### config.mk
export PLATFORM = sky130hd
export DESIGN_NAME = ucg_clock_gen
export DESIGN_NICKNAME = d
export VERILOG_FILES = /design/src/design/ucg_pkg.sv /design/src/design/ucg_baud_gen.sv /design/src/design/ucg_clock_gen.sv
export SDC_FILE = /design/constraint.sdc
export NUM_CORES = 1
export LEC_CHECK = 0
export ABC_AREA = 1
export BUFFER_PORTS_ARGS = -buffer_cell sky130_fd_sc_hd__clkbuf_2
export CAP_MARGIN = 0
export CORE_AREA = 2 2 84 86
export DETAILED_ROUTE_END_ITERATION = 8
export DIE_AREA = 0 0 86 88
export PLACE_DENSITY = 0.8
export SLEW_MARGIN = 20
export SYNTH_ARGS = -nofsm -noshare
export SYNTH_HDL_FRONTEND = slang
export SYNTH_HIERARCHICAL = 1
export SYNTH_SLANG_ARGS = --single-unit
export TNS_END_PERCENT = 10
### constraint.sdc
create_clock -name pclk -period 2.7 [get_ports pclk]
set_input_delay 0.54 -clock pclk [delete_from_list [all_inputs] [get_ports pclk]]
set_output_delay 0.54 -clock pclk [all_outputs]
set_load 0.01 [all_outputs]
### src/design/ucg_pkg.sv
// ----------------------------------------------------------------------
// shared constants of the serial clock generation unit
// ----------------------------------------------------------------------
package ucg_pkg;

    // apb byte addresses of the register map
    localparam int ADDR_W = 12;
    localparam logic [11:0] ADDR_CTRL = 12'h000;
    localparam logic [11:0] ADDR_BAUD_LO = 12'h004;
    localparam logic [11:0] ADDR_BAUD_HI = 12'h008;
    localparam logic [11:0] ADDR_STATUS = 12'h00c;

    // control register fields
    localparam int CTRL_W = 4;
    localparam int CTRL_SYNC_BIT = 0;
    localparam int CTRL_DOUBLE_BIT = 1;
    localparam int CTRL_XCK_DIR_BIT = 2;
    localparam int CTRL_POL_BIT = 3;
    localparam logic [3:0] CTRL_RST = 4'h0;

    // baud divisor layout and reset value
    localparam int BAUD_DIV_W = 12;
    localparam int BAUD_LO_W = 8;
    localparam logic [7:0] BAUD_LO_RST = 8'h00;

    // status register fields
    localparam int STAT_MODE_LSB = 12;
    localparam int STAT_XCK_IN_BIT = 14;
    localparam int STAT_XCK_OUT_BIT = 15;

    // baud ticks per transmitter bit, and receiver phases per bit
    localparam logic [4:0] DIV_ASYNC_NORMAL = 5'h10;
    localparam logic [4:0] DIV_ASYNC_DOUBLE = 5'h08;
    localparam logic [4:0] DIV_SYNC = 5'h02;

    // the four clock modes
    typedef enum logic [1:0] {
        UCG_ASYNC_NORMAL,
        UCG_ASYNC_DOUBLE,
        UCG_SYNC_MASTER,
        UCG_SYNC_SLAVE
    } ucg_mode_e;

endpackage

### src/design/ucg_baud_gen.sv
`timescale 1ns/1ns
`default_nettype none
// ----------------------------------------------------------------------
// baud down-counter: reloads at zero or on request, ticks at zero
// ----------------------------------------------------------------------
module ucg_baud_gen #(
    parameter int DIV_W = 12
) (
    input wire logic pclk, // system clock
    input wire logic presetn, // async reset, active low
    input wire logic [DIV_W-1:0] divisor, // reload value
    input wire logic reload, // forced reload pulse
    output logic tick, // one pulse per wrap through zero
    output logic [DIV_W-1:0] count // present counter value
);

    logic [DIV_W-1:0] next_count; // counter next value
    logic next_tick; // tick next value

    // count down, reload from divisor at zero or when forced
    always_comb
    begin
        next_tick = 1'b0;
        if (reload)
        begin
            next_count = divisor;
        end
        else if (count == '0)
        begin
            next_count = divisor;
            next_tick = 1'b1;
        end
        else
        begin
            next_count = count - 1'b1;
        end
    end

    // register counter state
    always_ff @(posedge pclk or negedge presetn)
    begin
        if (!presetn)
        begin
            count <= '0;
            tick <= 1'b0;
        end
        else
        begin
            count <= next_count;
            tick <= next_tick;
        end
    end

endmodule
`default_nettype wire

### src/design/ucg_clock_gen.sv
// Operation
// four clock modes: async, double, master, slave
// sync select bit: 0 async, 1 sync
// direction bit picks master or slave clock
// transfer clock pin idle in async modes
// counter reloads at zero and on low write
// one tick per wrap: fclk over divisor+1
// transmit tick divides baud by 16, 8, 2
// receiver phase machine of 16, 8, 2 states
// divisor twelve bits from high and low
// double speed ignored in synchronous modes
// software keeps double speed clear when sync
// double speed drops transmit divide to 8
// double speed receiver uses eight samples
// slave clock synchronised then edge detected
// slave clock kept below fclk over four
// pin outputs clock master, inputs slave
// sample on edge opposite to change
// polarity zero: change rising, sample falling
// software powers channel before use
`timescale 1ns/1ns
`default_nettype none
module ucg_clock_gen #(
    parameter int DIV_W = ucg_pkg::BAUD_DIV_W
) (
    input wire logic pclk, // system clock
    input wire logic presetn, // async reset, active low
    input wire logic psel, // apb select
    input wire logic penable, // apb access phase
    input wire logic pwrite, // apb direction
    input wire logic [11:0] paddr, // apb byte address
    input wire logic [31:0] pwdata, // apb write data
    output logic [31:0] prdata, // apb read data
    output logic pready, // apb ready
    output logic pslverr, // apb error on unmapped address
    input wire logic xck_in, // transfer clock pin, input side
    output logic xck_out, // transfer clock pin, output side
    output logic xck_oe, // transfer clock pin, output enable
    output logic tx_clk, // transmitter bit strobe
    output logic rx_clk, // receiver base strobe
    output logic [3:0] rx_phase, // receiver recovery state
    output logic tx_change, // sync mode data change strobe
    output logic rx_sample // sync mode data sample strobe
);

    // ------------------------------------------------------------------
    // elaboration check
    // ------------------------------------------------------------------
    if (DIV_W <= ucg_pkg::BAUD_LO_W || DIV_W > 16)
    begin : g_bad_width
        $error("divisor width must be 9 to 16 bits");
    end

    localparam int HI_W = DIV_W - ucg_pkg::BAUD_LO_W; // high byte width

    // ------------------------------------------------------------------
    // decoding helpers
    // ------------------------------------------------------------------

    // control bits to clock mode
    function automatic ucg_pkg::ucg_mode_e decode_mode(
        input logic [ucg_pkg::CTRL_W-1:0] c
    );
        if (!c[ucg_pkg::CTRL_SYNC_BIT])
        begin
            // double speed only counts when asynchronous
            decode_mode = c[ucg_pkg::CTRL_DOUBLE_BIT]
                ? ucg_pkg::UCG_ASYNC_DOUBLE
                : ucg_pkg::UCG_ASYNC_NORMAL;
        end
        else if (c[ucg_pkg::CTRL_XCK_DIR_BIT])
        begin
            decode_mode = ucg_pkg::UCG_SYNC_MASTER;
        end
        else
        begin
            decode_mode = ucg_pkg::UCG_SYNC_SLAVE;
        end
    endfunction

    // clock mode to baud ticks per bit (also receiver phase count)
    function automatic logic [4:0] ticks_per_bit(
        input ucg_pkg::ucg_mode_e m
    );
        unique case (m)
            ucg_pkg::UCG_ASYNC_NORMAL: ticks_per_bit =
                ucg_pkg::DIV_ASYNC_NORMAL;
            ucg_pkg::UCG_ASYNC_DOUBLE: ticks_per_bit =
                ucg_pkg::DIV_ASYNC_DOUBLE;
            ucg_pkg::UCG_SYNC_MASTER: ticks_per_bit = ucg_pkg::DIV_SYNC;
            ucg_pkg::UCG_SYNC_SLAVE: ticks_per_bit = ucg_pkg::DIV_SYNC;
        endcase
    endfunction

    // ------------------------------------------------------------------
    // register file and apb slave
    // ------------------------------------------------------------------
    logic [ucg_pkg::CTRL_W-1:0] ctrl; // mode and polarity bits
    logic [ucg_pkg::BAUD_LO_W-1:0] baud_lo; // divisor low byte
    logic [HI_W-1:0] baud_hi; // divisor high bits
    logic lo_reload; // pulse after a low byte write
    logic [ucg_pkg::CTRL_W-1:0] next_ctrl;
    logic [ucg_pkg::BAUD_LO_W-1:0] next_baud_lo;
    logic [HI_W-1:0] next_baud_hi;
    logic next_lo_reload;
    logic [31:0] next_prdata;
    logic next_pready;
    logic next_pslverr;
    logic [31:0] status_word; // read view of block state
    logic [DIV_W-1:0] baud_div; // joined divisor
    logic [DIV_W-1:0] baud_count; // live counter value
    logic baud_tick; // baud generator output
    logic setup_phase; // apb setup cycle
    logic write_done; // apb write completes this edge
    logic mapped; // address hits a register
    ucg_pkg::ucg_mode_e mode; // current clock mode
    logic xck_meta; // first pin stage, read only by second
    logic xck_sync; // second pin stage

    assign baud_div = {baud_hi, baud_lo};
    assign mode = decode_mode(ctrl);
    assign setup_phase = psel && !penable;
    assign write_done = psel && penable && pready && pwrite;
    assign mapped = (paddr == ucg_pkg::ADDR_CTRL)
        || (paddr == ucg_pkg::ADDR_BAUD_LO)
        || (paddr == ucg_pkg::ADDR_BAUD_HI)
        || (paddr == ucg_pkg::ADDR_STATUS);

    // status: counter value, mode, pin levels
    always_comb
    begin
        status_word = 32'h0000_0000;
        status_word[DIV_W-1:0] = baud_count;
        status_word[ucg_pkg::STAT_MODE_LSB +: 2] = mode;
        status_word[ucg_pkg::STAT_XCK_IN_BIT] = xck_sync
            && (mode == ucg_pkg::UCG_SYNC_SLAVE);
        status_word[ucg_pkg::STAT_XCK_OUT_BIT] = xck_out;
    end

    // register writes, read data capture, one-wait-free answer
    always_comb
    begin
        next_ctrl = ctrl;
        next_baud_lo = baud_lo;
        next_baud_hi = baud_hi;
        next_lo_reload = 1'b0;
        next_prdata = prdata;
        next_pready = setup_phase; // answer in first access cycle
        next_pslverr = setup_phase && !mapped;
        if (setup_phase && !pwrite)
        begin
            unique case (paddr)
                ucg_pkg::ADDR_CTRL: next_prdata =
                    {{(32-ucg_pkg::CTRL_W){1'b0}}, ctrl};
                ucg_pkg::ADDR_BAUD_LO: next_prdata =
                    {{(32-ucg_pkg::BAUD_LO_W){1'b0}}, baud_lo};
                ucg_pkg::ADDR_BAUD_HI: next_prdata =
                    {{(32-HI_W){1'b0}}, baud_hi};
                ucg_pkg::ADDR_STATUS: next_prdata = status_word;
                default: next_prdata = 32'h0000_0000; // unmapped
            endcase
        end
        if (write_done)
        begin
            unique case (paddr)
                ucg_pkg::ADDR_CTRL: next_ctrl =
                    pwdata[ucg_pkg::CTRL_W-1:0];
                ucg_pkg::ADDR_BAUD_LO:
                begin
                    next_baud_lo = pwdata[ucg_pkg::BAUD_LO_W-1:0];
                    next_lo_reload = 1'b1;
                end
                ucg_pkg::ADDR_BAUD_HI: next_baud_hi = pwdata[HI_W-1:0];
                default: next_lo_reload = 1'b0; // status, unmapped
            endcase
        end
    end

    // register the bus state
    always_ff @(posedge pclk or negedge presetn)
    begin
        if (!presetn)
        begin
            ctrl <= ucg_pkg::CTRL_RST;
            baud_lo <= ucg_pkg::BAUD_LO_RST;
            baud_hi <= '0;
            lo_reload <= 1'b0;
            prdata <= 32'h0000_0000;
            pready <= 1'b0;
            pslverr <= 1'b0;
        end
        else
        begin
            ctrl <= next_ctrl;
            baud_lo <= next_baud_lo;
            baud_hi <= next_baud_hi;
            lo_reload <= next_lo_reload;
            prdata <= next_prdata;
            pready <= next_pready;
            pslverr <= next_pslverr;
        end
    end

    // ------------------------------------------------------------------
    // baud rate generator
    // ------------------------------------------------------------------
    ucg_baud_gen #(
        .DIV_W(DIV_W)
    ) u_baud (
        .pclk(pclk),
        .presetn(presetn),
        .divisor(baud_div),
        .reload(lo_reload),
        .tick(baud_tick),
        .count(baud_count)
    );

    // ------------------------------------------------------------------
    // external clock synchroniser and edge detector
    // ------------------------------------------------------------------
    logic xck_prev; // delayed copy for edges
    logic next_xck_meta;
    logic next_xck_sync;
    logic next_xck_prev;
    logic is_slave; // synchronous slave selected
    logic is_master; // synchronous master selected

    assign is_slave = (mode == ucg_pkg::UCG_SYNC_SLAVE);
    assign is_master = (mode == ucg_pkg::UCG_SYNC_MASTER);

    // pin passes two flops; its edges count only in slave mode
    always_comb
    begin
        next_xck_meta = xck_in;
        next_xck_sync = xck_meta;
        next_xck_prev = xck_sync;
    end

    // register the synchroniser
    always_ff @(posedge pclk or negedge presetn)
    begin
        if (!presetn)
        begin
            xck_meta <= 1'b0;
            xck_sync <= 1'b0;
            xck_prev <= 1'b0;
        end
        else
        begin
            xck_meta <= next_xck_meta;
            xck_sync <= next_xck_sync;
            xck_prev <= next_xck_prev;
        end
    end

    // ------------------------------------------------------------------
    // transmitter and receiver clocks
    // ------------------------------------------------------------------
    logic [3:0] tx_div_cnt; // baud ticks into current bit
    logic [3:0] next_tx_div_cnt;
    logic [3:0] next_rx_phase;
    logic next_xck_out;
    logic next_xck_oe;
    logic next_tx_clk;
    logic next_rx_clk;
    logic next_tx_change;
    logic next_rx_sample;
    logic [4:0] bit_div; // ticks per bit for this mode
    logic rise_edge; // rising transfer clock event
    logic fall_edge; // falling transfer clock event
    logic change_edge; // edge on which output data changes
    logic sample_edge; // edge on which input data is taken
    logic pol; // polarity bit

    assign bit_div = ticks_per_bit(mode);
    assign pol = ctrl[ucg_pkg::CTRL_POL_BIT];

    // edges from own clock in master, from pin in slave
    always_comb
    begin
        rise_edge = 1'b0;
        fall_edge = 1'b0;
        if (is_master)
        begin
            rise_edge = baud_tick && !xck_out;
            fall_edge = baud_tick && xck_out;
        end
        else if (is_slave)
        begin
            rise_edge = xck_sync && !xck_prev;
            fall_edge = !xck_sync && xck_prev;
        end
        change_edge = pol ? fall_edge : rise_edge;
        sample_edge = pol ? rise_edge : fall_edge;
    end

    // strobes, pin drive and receiver phase
    always_comb
    begin
        next_tx_div_cnt = tx_div_cnt;
        next_tx_clk = 1'b0;
        next_rx_clk = 1'b0;
        next_rx_phase = rx_phase;
        next_xck_oe = is_master;
        next_xck_out = 1'b0;
        next_tx_change = change_edge;
        next_rx_sample = sample_edge;
        if (is_master)
        begin
            // pin toggles each tick: one period per two ticks
            next_xck_out = baud_tick ? !xck_out : xck_out;
        end
        if (mode == ucg_pkg::UCG_ASYNC_NORMAL
            || mode == ucg_pkg::UCG_ASYNC_DOUBLE)
        begin
            if (baud_tick)
            begin
                if ({1'b0, tx_div_cnt} == bit_div - 5'h01)
                begin
                    next_tx_div_cnt = 4'h0;
                    next_tx_clk = 1'b1;
                end
                else
                begin
                    next_tx_div_cnt = tx_div_cnt + 4'h1;
                end
            end
        end
        else
        begin
            // one change edge per transfer clock period
            next_tx_div_cnt = 4'h0;
            next_tx_clk = change_edge;
        end
        // receiver base: undivided tick, or pin edges in slave
        next_rx_clk = is_slave ? (rise_edge || fall_edge) : baud_tick;
        if ({1'b0, rx_phase} >= bit_div)
        begin
            next_rx_phase = 4'h0; // mode changed under it
        end
        else if (next_rx_clk)
        begin
            if ({1'b0, rx_phase} == bit_div - 5'h01)
            begin
                next_rx_phase = 4'h0;
            end
            else
            begin
                next_rx_phase = rx_phase + 4'h1;
            end
        end
    end

    // register clock outputs
    always_ff @(posedge pclk or negedge presetn)
    begin
        if (!presetn)
        begin
            tx_div_cnt <= 4'h0;
            rx_phase <= 4'h0;
            xck_out <= 1'b0;
            xck_oe <= 1'b0;
            tx_clk <= 1'b0;
            rx_clk <= 1'b0;
            tx_change <= 1'b0;
            rx_sample <= 1'b0;
        end
        else
        begin
            tx_div_cnt <= next_tx_div_cnt;
            rx_phase <= next_rx_phase;
            xck_out <= next_xck_out;
            xck_oe <= next_xck_oe;
            tx_clk <= next_tx_clk;
            rx_clk <= next_rx_clk;
            tx_change <= next_tx_change;
            rx_sample <= next_rx_sample;
        end
    end

endmodule
`default_nettype wire

==> run summary, run 1 <==
The internal portion of the total power is 1460 uW. The first global-routing pass estimated 12700 um of wire. In the post-synthesis netlist, the biggest area contributors are dfrtp_1, nand2_1, nand3_1.

The post-CTS setup repair buffer count is 0. Number of sinks driven by the clock tree: 65. Clock-pin slew was measured on the worst setup and hold paths at 0.07 ns. The average wire length per cell after detail routing works out to 13.0 um.

Summing all non-filler instances in the final layout gives an area of 0.00396 sq mm. The total global routing track utilization is 0.217. The static leakage was 0.00213 uW. The relative slew slack was 0.481; the number of core rows was 30.

The share of power burned in registers was 0.518; the setup violation total in the final timing report was 0. Across the run, the number of max-cap violations was 0. Counting every instance in the synthesized netlist gives 438. Simple-gate share of the synthesized area: 0.296. The library cell used most frequently in the layout, excluding fill and tap cells, is nand2_1. In this run the power density over the cells is 497 mW/mm^2. The effective utilization at floorplan came out at 0.533. The logs give 0 for the max-slew violation count and 0 for the count of inserted antenna diode cells.

TritonCTS built the clock tree. Data on the critical path arrives at its endpoint at 1.93 ns. Final net count: 548. The run gives 37 as the count of cell types in the netlist. The run finished with clean final reports. The final clock period utilization by the worst path came out at 0.631. The clock arrives with 0.0103 ns of skew. The remaining global-route overflow was 0; the time the final worst path needs with I/O delays and setup was 1.70 ns.

The run gives 0.00354 sq mm as the mapped cell area. In this run the standard cell core region covers 0.00664 sq mm. Hold repair after CTS inserted 0 buffers. VDD sags by at most 0.227 mV.

The maximum number of buffers from clock root to sink is 2, and the I/O pin total is 94. The adder-cell area share of the yosys netlist was 0.0177. At the later pin of the worst-skew pair, clock insertion delay measures 0.34 ns.

Derived from the worst setup path, the maximum achievable clock frequency is 0.587 GHz. By area, the combinational part of the netlist is dominated by simple AND/OR/NAND/NOR gates. Counting the buffers created by CTS gives 9. The detailed router placed 2923 vias in this run. After synthesis the netlist holds a flip-flop and latch count of 65.

The run gives 0 as the final antenna-violating net count. The width of the die is 86 um. The setup total negative slack was 0 ns.

The floorplan step defined a die boundary enclosing 0.00757 sq mm. The number of global-route vias before repair is 2808, and the fraction of final layout cells with drive strength greater than 1 is 0.211. At the pin with the least slew margin, the transition time is 0.779 ns. Setup repair after global routing left no endpoint under its margin. The die is 88 um tall.

In this run the clock root is driven by a clkbuf_8. Once layout is complete, the cells apart from fillers number 578. After detailed placement, the total cell area comes to 0.00379 sq mm. The mux share of post-synthesis cell area works out to 0. A synthesized cell averages 8.08 sq um. The number of gates resized after CTS was 0. For the final core utilization, the log shows 0.596. The placement-stage worst setup slack is 0.675 ns, and the share of total power in the clock network is 0.371. The portion of total power attributed to combinational logic is 0.111. The net switching fraction of the power works out to 0.259. The final layout contains routed wiring with a total length of 7510 um. The share of Yosys cell area claimed by the top area cell type is 0.460.

The fraction of synthesized cell area in xor and xnor cells works out to 0.0297. The worst setup path category was register to register. For the weighted congestion reported at the end of routability-driven placement, the log shows 0.894. The required time reported for the critical path endpoint was 2.92 ns; the fill cell instance count of the final layout was 613. The number of antenna violations at the first check in global routing is 0. STA classifies the critical path endpoint as a register. The number of DRC violations after detailed-routing iteration 0 came out at 158.

In the layout the commonest cells are nand2_1, dfrtp_1, clkbuf_2, inv_1, nand3_1. The clock tree synthesis step divided the H-tree into 3 levels. The number of vias per cell after detailed routing works out to 5.06. The biggest area consumer among synthesized cells is dfrtp_1. STA classifies the critical path startpoint as a register. The logs give 0 for the number of hold violations in the final report and 0.460 for the register area share after synthesis.

Once detailed placement completed, the half-perimeter wirelength came to 5630 um. Once routing completed, OpenROAD measured the worst setup slack at 0.997 ns. During synthesis, Yosys emitted a total of 6 warnings.

The pin count of the biggest net entering global routing was 37; the fraction of the mapped netlist area in compound gates was 0.0930. The logs give 0 for the number of design rule violations left after detail routing and 562 for the cell total after placement. The analysis attributes to net switching a power of 511 uW. The tightest min-delay check is of the primary input to async pin type. The area growth from synthesis to final layout came out at 11.9%. The maximum net fanout on the critical path was 15. In this run the tool buffered the top-level ports with 53 buffer cells. The first detailed-routing pass took 4 iterations.
## layer usage
metal | GRT usage | wire, um
met5 | 0 | 0
met4 | 0.0967 | 116
met2 | 0.340 | 3450
met3 | 0.0311 | 337
met1 | 0.301 | 3600
## state kept, by name, summed over array words and instances (netlist names)
register / count
rx_phase: 4
rx_sample: 1
xck_out: 1
lo_reload: 1
rx_clk: 1
prdata: 16
tx_clk: 1
tx_change: 1
ctrl: 4
u_baud/tick: 1
next_xck_sync: 1
baud_lo: 8
tx_div_cnt: 4
pslverr: 1
next_xck_prev: 1
xck_oe: 1
u_baud/count: 12
pready: 1
baud_hi: 4
xck_prev: 1
## cells by family (layout without fill, tap and decap cells)
group	Yosys count	after routing
other cells	1	16
buf+inv	71	116
compound gates	56	56
simple gates	228	228
xor+xnor	12	12
flops	65	65
fa+ha+maj	5	5
## critical path: stages (launching register included)
cell and delay, ns:
dfrtp_1 0.63, ha_1 0.34, nor2_1 0.12, nand3_1 0.08, nor2_1 0.21, nor2_1 0.06
nand3_1 0.09, nand2_1 0.06
## metrics by stage
step,total power [uW],hold slack [ns]
after detailed placement,1250,0.361
after global placement,1250,0.364
final,1970,0.266
after global routing,2060,0.310
after floorplan,1200,0.244
after CTS,1990,0.294
## cells in the mapped netlist, drive strengths merged
cell type  count
inv           45
conb           1
nand2        128
o21ai         48
a21oi          2
a21boi         1
xnor2          5
xor2           7
nor4           1
clkbuf         1
nand3b         1
buf           24
o31ai          3
nor2          52
ha             5
dfrtp         65
a21o           1
o211ai         1
nand3         39
nor3           4
clkinv         1
nand4          3
## power by group through the flow
stage	logic [uW]	clock network, uW	registers (uW)
floorplan	163	0	1030
global placement	211	0	1040
detailed placement	217	0	1040
CTS	218	748	1020
global route	249	793	1020
finish	218	732	1020
## final timing paths
path / slack (ns) / end / from / cells past startpoint
setup / recovery: 1.0 / rx_phase[1] / ctrl[0] / 7
setup reg to reg: 1.0 / rx_phase[1] / ctrl[0] / 7
hold / removal: 0.27 / pready / presetn / 1
min in group pclk: 0.31 / next_xck_sync / xck_in / 1
max in group asynchronous: 1.78 / prdata[4] / presetn / 2
hold reg to reg: 0.37 / next_xck_prev / next_xck_sync / 0
## final cells by class
type                            count  area [sq um]  share of cell area
Inverter                           46           173              0.0436
Clock buffer                       13           159              0.0401
Multi-Input combinational cell    317          1600               0.405
Tap cell                           80           100              0.0253
Clock inverter                      3          15.0             0.00379
Timing Repair Buffer               54           285              0.0720
Sequential cell                    65          1630               0.411
No activity file was read; power rests on OpenSTA's default activity.
==> run 2, diff against run 1 <==
- ABC_AREA: 1 -> 0
- CORE_AREA: 2 2 84 86 -> 2 2 87 89
- DIE_AREA: 0 0 86 88 -> 0 0 89 91
- PLACE_DENSITY: 0.8 -> 0.74
- clock period: 2.7 -> 1.4 ns (I/O delays scaled with it)
==> run 2 against run 1 <==
  * The flow now finishes with violations (setup timing)
  * Wire length decreased by 0.57%
  * Clock-buffer cell count shrank 3
  * Via count is 13% lower
  * First-iteration DRC count down 23%
  * Global-route usage decreased by 2.0 points
  * Critical path type unchanged
==> run summary, run 2 <==
The flow ran to the end, but the final reports show violations. The checks that failed: setup timing. The total internal power is 3950 uW (+170%), and the area of the placeable core is 0.00714 sq mm (+7.4%). The logs give 0.00810 sq mm (+7.0%) for the die footprint and 0.491 (+0.0316) for the register area share after synthesis.

The sum of internal, switching and leakage power was 5880 uW (+200%). The run gives 0.35 ns (about the same) as the clock network latency to the later pin of the worst-skew pair. The time the final worst path needs with I/O delays and setup is 1.71 ns (+0.00623 ns), and the pin slew with the least headroom to its limit is 0.484 ns (-0.295 ns). Leaving out fill and tap cells, the most frequent cell in the layout is dfrtp_1. The data arrival at the endpoint of the critical path is 1.93 ns (about the same), and the final wirelength is 7470 um (-0.57%).

The final clock period utilization by the worst path was 1.22 (+0.590); the effective utilization at floorplan was 0.464 (-0.0687). STA classifies the critical path startpoint as a register. Number of input and output port buffers inserted: 53 (unchanged).

The final antenna-violating net count came out at 0 (unchanged). The count of cell types in the netlist is 58 (+57%), and the width of the die is 89 um (+3.5%). Number of design rule violations left after detail routing: 0 (unchanged).

Relative to the synthesized area, the layout overhead comes to 30.7%. Root buffer cell: clkbuf_8. The most used flip-flop cell after synthesis is dfrtp_1. The number of vias per cell after detailed routing was 5.27 (+4.1%); the average wire length per cell after detail routing was 15.4 um (+19%). The maximum ir drop on the vdd rail came out at 0.552 mV (+140%).

The number of enable-type register cells in the synthesized netlist is 0 (unchanged). The largest register by flop count was prdata. For the final worst-path setup slack, the log shows -0.309 ns (-1.31 ns). The clock edge transition at the registers on the reported setup and hold paths came out at 0.08 ns (about the same). dfrtp_1 is the most common cell in the netlist. The synthesized area divided by synthesized cell count came out at 12.0 sq um (+48%). By count the netlist is led by dfrtp_1, nor2_1, buf_4, a21oi_1, nor2b_1. The run gives 0.585 GHz (-0.36%) as the achievable frequency. Fraction of final layout cells with drive strength greater than 1: 0.449 (+0.239). Maximum number of buffers from clock root to sink: 2 (unchanged).

TritonCTS built the clock tree. Setup repair after global routing could not meet its margin everywhere. The logs give 0.197 (-0.0201) for the total global routing track utilization and 0 (unchanged) for the count of maximum capacitance violations.

STA classifies the critical path endpoint as a register. Number of antenna violations at the first check in global routing: 0 (unchanged). The critical path is of the register to register type.

The number of cells on the worst hold path is 1, and the synthesized netlist cell count is 277 (-37%). For the wire length of the first global-routing pass, the log shows 12100 um (-4.8%). Weighted congestion reported at the end of routability-driven placement: 0.874 (-2.2%).

By area the synthesized netlist is led by dfrtp_1, buf_4, mux2_4. The number of sinks driven by the clock tree was 65 (unchanged); the fraction of the mapped netlist area in compound gates was 0.104 (+0.0105). Final net count: 435 (-21%). The count of inserted antenna diode cells came out at 0 (unchanged).

Biggest area consumer among synthesized cells: dfrtp_1. The HPWL after detailed placement came out at 5440 um (-3.3%). The setup total negative slack was -3.48 ns (-3.48 ns); the static leakage was 0.00214 uW (+0.39%). The tools report the number of global-route vias before repair as 2602 (-7.3%). In the layout the commonest cells are dfrtp_1, clkbuf_2, buf_4, nor2_1, conb_1. The simple-gate share of the synthesized area was 0.182 (-0.113); the power density over the cells was 1360 mW/mm^2 (+170%).

The relative slew slack was 0.673 (+0.192). The mux share of post-synthesis cell area is 0.109 (+0.109), and the I/O pin total is 94 (unchanged). The pin count of the biggest net entering global routing was 66 (+78%). The net switching fraction of the power was 0.328 (+0.0684).

Number of hold violations in the final report: 0 (unchanged). For the number of DRC violations after detailed-routing iteration 0, the log shows 122 (-23%). The fraction of synthesized cell area in xor and xnor cells was 0.0370 (+0.00733); the remaining global-route overflow was 0 (unchanged).

The net switching power is 1930 uW (+280%). The tools report the required time reported for the critical path endpoint as 1.62 ns (-1.30 ns). The largest registers in the layout are prdata x16, u_baud/count x12, baud_lo x8. The run gives 2549 (-13%) as the number of vias after detailed routing.

The run gives 0.0110 ns (+0.000720 ns) as the setup clock skew after layout. The max-slew violation count was 0 (unchanged); the total of flip-flops plus latches after synthesis was 65 (unchanged). The tools report the share of total power in the clock network as 0.279 (-0.092). The logic depth of the worst register-to-register path is 5 (-2), and the adder-cell area share of the yosys netlist is 0.0189 (+0.00122). The share of Yosys cell area claimed by the top area cell type came out at 0.491 (+0.0316). The number of core rows is 31 (+3.3%), and the proportion of synthesized flip-flops having asynchronous set or reset is 1.00 (unchanged). The tools report the portion of total power attributed to combinational logic as 0.323 (+0.212). The type of the tightest min-delay check is primary input to register. Number of levels in the clock H-tree: 3 (unchanged). The run gives 4 (unchanged) as the first-pass iteration count of the detailed router.

The setup violation total in the final timing report is 22 (+22), and the Yosys warning count is 6 (unchanged). After synthesis, the largest family of logic cells by area is simple AND/OR/NAND/NOR gates. The number of flip-flops in the largest register is 16 (unchanged), and the mapped cell area is 0.00331 sq mm (-6.4%). The total clock buffers created by CTS was 9 (unchanged); the share of power burned in registers was 0.398 (-0.120). Maximum net fanout on the critical path: 5 (-10). The height of the die works out to 91 um (+3.4%).
==> run 2: kinds of logic after synthesis <==
kind of cell,after synthesis
compound gates,47
xor+xnor,14
fa+ha+maj,5
buf+inv,33
flops,65
mux,26
other cells,1
simple gates,86
==> run 2: final timing paths <==
path / start / end / slack [ns]
max: ctrl[0] / rx_phase[2] / -0.31
min: xck_in / next_xck_sync / 0.04
max reg2reg: ctrl[0] / rx_phase[2] / -0.31
min reg2reg: next_xck_sync / next_xck_prev / 0.35
max in group asynchronous: presetn / ctrl[0] / 0.64
min in group asynchronous: presetn / tx_div_cnt[2] / 0.47
==> run 2: cell type report <==
type,count,area (sq um)
clock inverter,6,66.3
sequential,65,1630
timing repair buffer,102,656
inverter,8,30.0
multi-input combinational,194,1690
tap,99,124
fill,584,2810
clock buffer,10,138
==> run 2: per-stage QoR <==
| step | area, sq um | hold slack (ns) | instances | worst slack [ns] | util |
|---|---|---|---|---|---|
| 2_1_floorplan | 3380 | -0.0156 | 292 | -0.324 | - |
| 3_5_place_dp | 3970 | 0.326 | 466 | -0.334 | 0.557 |
| 6_report | 4330 | 0.0390 | 484 | -0.309 | 0.607 |
| 3_3_place_gp | 3970 | 0.321 | 466 | -0.280 | 0.557 |
| 4_1_cts | 4240 | 0.0261 | 483 | -0.308 | 0.594 |
| 5_1_grt | 4330 | 0.0225 | 484 | -0.345 | 0.607 |
==> run 2: what timing repair did <==
item | 4_1_cts | 5_1_grt
setup endpoints to repair | 22 | 27
pin swaps | 7 | 4
hold buffers | 1 | 0
gates resized for setup | 14 | 18
hold endpoints to repair | 65 | 0
setup buffers | 0 | 1
==> run 2: critical path: stages (launching register included) <==
cell and delay, ns:
dfrtp_2 0.43, ha_4 0.25, or4bb_4 0.53, a2bb2oi_4 0.17
nand4b_1 0.12, a31oi_1 0.08
==> run 2: metal layers <==
layer | wire, um | global-route usage | up-vias
li1 | - | - | 1186
met1 | 3320 | 0.261 | 1266
met2 | 3640 | 0.308 | 82
met3 | 348 | 0.0400 | 15
met4 | 152 | 0.0871 | 0
met5 | 0 | 0 | -
==> run 2: power by group through the flow <==
stage / logic, uW / clock network [uW] / registers (uW)
floorplan: 865 / 0 / 2450
global placement: 1660 / 0 / 2340
detailed placement: 1740 / 0 / 2350
CTS: 1790 / 1680 / 2320
global route: 2090 / 1750 / 2380
finish: 1900 / 1640 / 2340
==> run 3, diff against run 2 <==
- ABC_AREA: 0 -> unset
- CELL_PAD_IN_SITES_DETAIL_PLACEMENT: unset -> 1
- CELL_PAD_IN_SITES_GLOBAL_PLACEMENT: unset -> 2
- CORE_AREA: 2 2 87 89 -> 2 2 109 111
- DIE_AREA: 0 0 89 91 -> 0 0 111 113
- PLACE_DENSITY: 0.74 -> 0.73
==> run 3 against run 2 <==
  * Sequential share of layout area decreased by 2.0 points
  * Critical path type unchanged
  * Cell count grew 11%
  * Clock power increased by 36%
  * Total power rose by 13%
  * Fmax up 0.47%
  * Flip-flop and latch count unchanged
  * Register-to-register slack hardly changed
  * Setup slack gained 0.0080 ns
  * Hold slack better by 0.038 ns
  * Critical path depth up 1
  * The run still ends with setup timing left
  * Sequential power rose by 2%
  * Combinational power is 5% higher
==> run summary, run 3 (synthesis results as in run 2) <==
The number of design rule violations left after detail routing was 0 (unchanged). Placement-stage worst setup slack: -0.409 ns (-0.0743 ns). Static leakage: 0.00224 uW (+4.8%). The setup clock skew after layout was 0.00334 ns (-0.00768 ns); the setup violation total in the final timing report was 20 (-9.1%). The max-slew violation count is 0 (unchanged). The logic depth of the worst register-to-register path works out to 6 (+1).

Clock network latency to the later pin of the worst-skew pair: 0.32 ns (-0.03 ns). The achievable frequency is 0.588 GHz (+0.47%). For the final core utilization, the log shows 0.405 (-0.201). For the total global routing track utilization, the log shows 0.151 (-0.0460). Maximum ir drop on the vdd rail: 0.687 mV (+24%).

The number of sinks driven by the clock tree came out at 65 (unchanged). The required time reported for the critical path endpoint was 1.60 ns (-0.02 ns). The run gives 0 (unchanged) as the number of hold violations in the final report. The effective utilization at floorplan is 0.294 (-0.170), and the number of vias per cell after detailed routing is 4.81 (-8.6%). The tools report the worst hold-check slack as 0.0771 ns (+0.0381 ns).

The logs give 0 (unchanged) for the number of antenna violations at the first check in global routing and 0.0125 sq mm (+55%) for the die footprint. Height of the die: 113 um (+24%). The area growth from synthesis to final layout came out at 37.9%. The number of vias after detailed routing is 2576 (+1.1%). TritonCTS built the clock tree. The weighted congestion reported at the end of routability-driven placement was 0.767 (-12%). Leading cell type in the layout, fill and taps excluded: dfrtp_1. The count of inserted antenna diode cells was 0 (unchanged). Setup repair after global routing could not meet its margin everywhere.

The run gives 14800 um (+22%) as the wire length of the first global-routing pass. The largest register by flop count is prdata. The tree is rooted in a clkbuf_16.

The signal on the critical path passes through inv_2 > ha_4 > or4bb_4 > a2bb2oi_4 > nand4b_1 > a31oi_1. Broken down by cell family, the worst path's largest delay share belongs to simple AND/OR/NAND/NOR gates. The number of input and output port buffers inserted came out at 53 (unchanged). The final reports fail on setup timing.

The type of the tightest min-delay check was primary input to register. The run gives 443 (+1.8%) as the final net count. The library cells used most frequently in the layout, excluding fill and tap cells, are dfrtp_1, clkbuf_2, buf_4, nor2_1, conb_1. The fraction of final layout cells with drive strength greater than 1 is 0.459 (+0.00983), and the total clock buffers created by CTS is 9 (unchanged). The worst setup path category was register to register.

The critical path startpoint category is a register. The width of the die came out at 111 um (+25%). The remaining global-route overflow came out at 0 (unchanged). The final antenna-violating net count is 0 (unchanged), and the peak per-stage delay on the critical path is 0.53 ns (about the same). The maximum net fanout on the critical path is 5 (unchanged), and the final worst-path setup slack is -0.301 ns (+0.00802 ns). The combined buffer and inverter count along the critical path works out to 1 (+1).

The run gives 517 (+11%) as the cell total after placement. The clock edge transition at the registers on the reported setup and hold paths came out at 0.05 ns (-0.03 ns). The maximum number of buffers from clock root to sink is 2 (unchanged). The I/O pin total is 94 (unchanged), and the first-pass iteration count of the detailed router is 4 (unchanged). The tools report the number of DRC violations after detailed-routing iteration 0 as 87 (-29%).

The data arrival at the endpoint of the critical path was 1.90 ns (-0.03 ns). The pin count of the biggest net entering global routing was 33 (-50%). The final clock period utilization by the worst path is 1.22 (-0.00573), and the number of global-route vias before repair is 2849 (+9.5%). The worst setup path is captured at a register. The power density over the cells works out to 1450 mW/mm^2 (+6.8%). The standard cell with the maximum stage delay on the critical path was or4bb_4.

The final wirelength came out at 9050 um (+21%). The HPWL after detailed placement is 6870 um (+26%), and the number of core rows is 39 (+26%). Path length in cells of the critical path: 6 (+1). The register-to-register setup slack is -0.30 ns (about the same), and the average wire length per cell after detail routing is 16.9 um (+9.7%). The number of flip-flops in the largest register is 16 (unchanged).

The flow ran to the end, but the final reports show violations. Fill cell instance count of the final layout: 1222 (+110%). The time the final worst path needs with I/O delays and setup came out at 1.70 ns (-0.00802 ns).

In the final layout, the registers with the most flip-flops are prdata x16, u_baud/count x12, baud_lo x8. The area of the placeable core is 0.0113 sq mm (+58%), and the post-route non-filler standard cell count is 535 (+11%). The count of maximum capacitance violations was 0 (unchanged). The tools report the number of levels in the clock H-tree as 3 (unchanged).

The number of cells on the worst hold path is 1 (unchanged).
-- run 3: changes by cell type in the layout (fill, tap and decap cells not counted), sizes merged --
cell,previous run,this run
clkinv,1,2
clkinvlp,3,0
buf,48,56
inv,9,8
clkbuf,63,65
-- run 3: final timing paths --
| check | endpoint | from |
|---|---|---|
| min in group asynchronous | rx_phase[2] | presetn |
| setup reg to reg | rx_phase[2] | rx_phase[1] |
| max in group asynchronous | baud_lo[5] | presetn |
| hold reg to reg | next_xck_prev | next_xck_sync |
| setup / recovery | rx_phase[2] | rx_phase[1] |
| hold / removal | next_xck_sync | xck_in |
-- run 3: final cells by class --
class / instances / area [sq um] / area share
inverter: 8 / 30.0 / 0.00658
clock buffer: 12 / 256 / 0.0562
timing repair buffer: 110 / 739 / 0.162
tap: 143 / 179 / 0.0392
multi-input combinational: 194 / 1690 / 0.371
clock inverter: 3 / 40.0 / 0.00877
sequential: 65 / 1630 / 0.356
-- run 3: stage by stage --
stage                     total power [uW]  area [sq um]  setup TNS [ns]
after floorplan                       3310          3380           -3.05
after global placement                4140          4090           -9.68
after detailed placement              4240          4090          -11.26
after CTS                             6670          4510           -3.38
after global routing                  7000          4570           -4.54
final                                 6620          4570           -2.91
-- run 3: power breakdown --
| group | leakage (uW) | switching [uW] | total, uW | internal (uW) |
|---|---|---|---|---|
| clock network | 0.000148 | 773 | 2230 | 1460 |
| registers | 0.000849 | 260 | 2390 | 2130 |
| logic | 0.00125 | 963 | 2000 | 1040 |
-- run 3: metal layers --
| layer | track usage | up-vias | wire length [um] |
|---|---|---|---|
| met4 | 0.0458 | 0 | 153 |
| met3 | 0.0311 | 13 | 335 |
| met2 | 0.279 | 61 | 4790 |
| li1 | - | 1194 | - |
| met1 | 0.176 | 1308 | 3770 |
| met5 | 0 | - | 0 |
-- run 3: worst register-to-register path: stages (launching register included) --
cell and delay [ns]:
dfrtp_1 0.39, inv_2 0.08, ha_4 0.20, or4bb_4 0.53, a2bb2oi_4 0.17, nand4b_1 0.12, a31oi_1 0.10
-- run 3: timing repair --
item / in CTS / in global routing
hold buffers: 1 / 0
endpoints found under the hold margin: 9 / 0
gates resized for setup: 25 / 12
endpoints found under the setup margin: 30 / 36
setup buffers: 0 / 2
pin swaps: 9 / 7
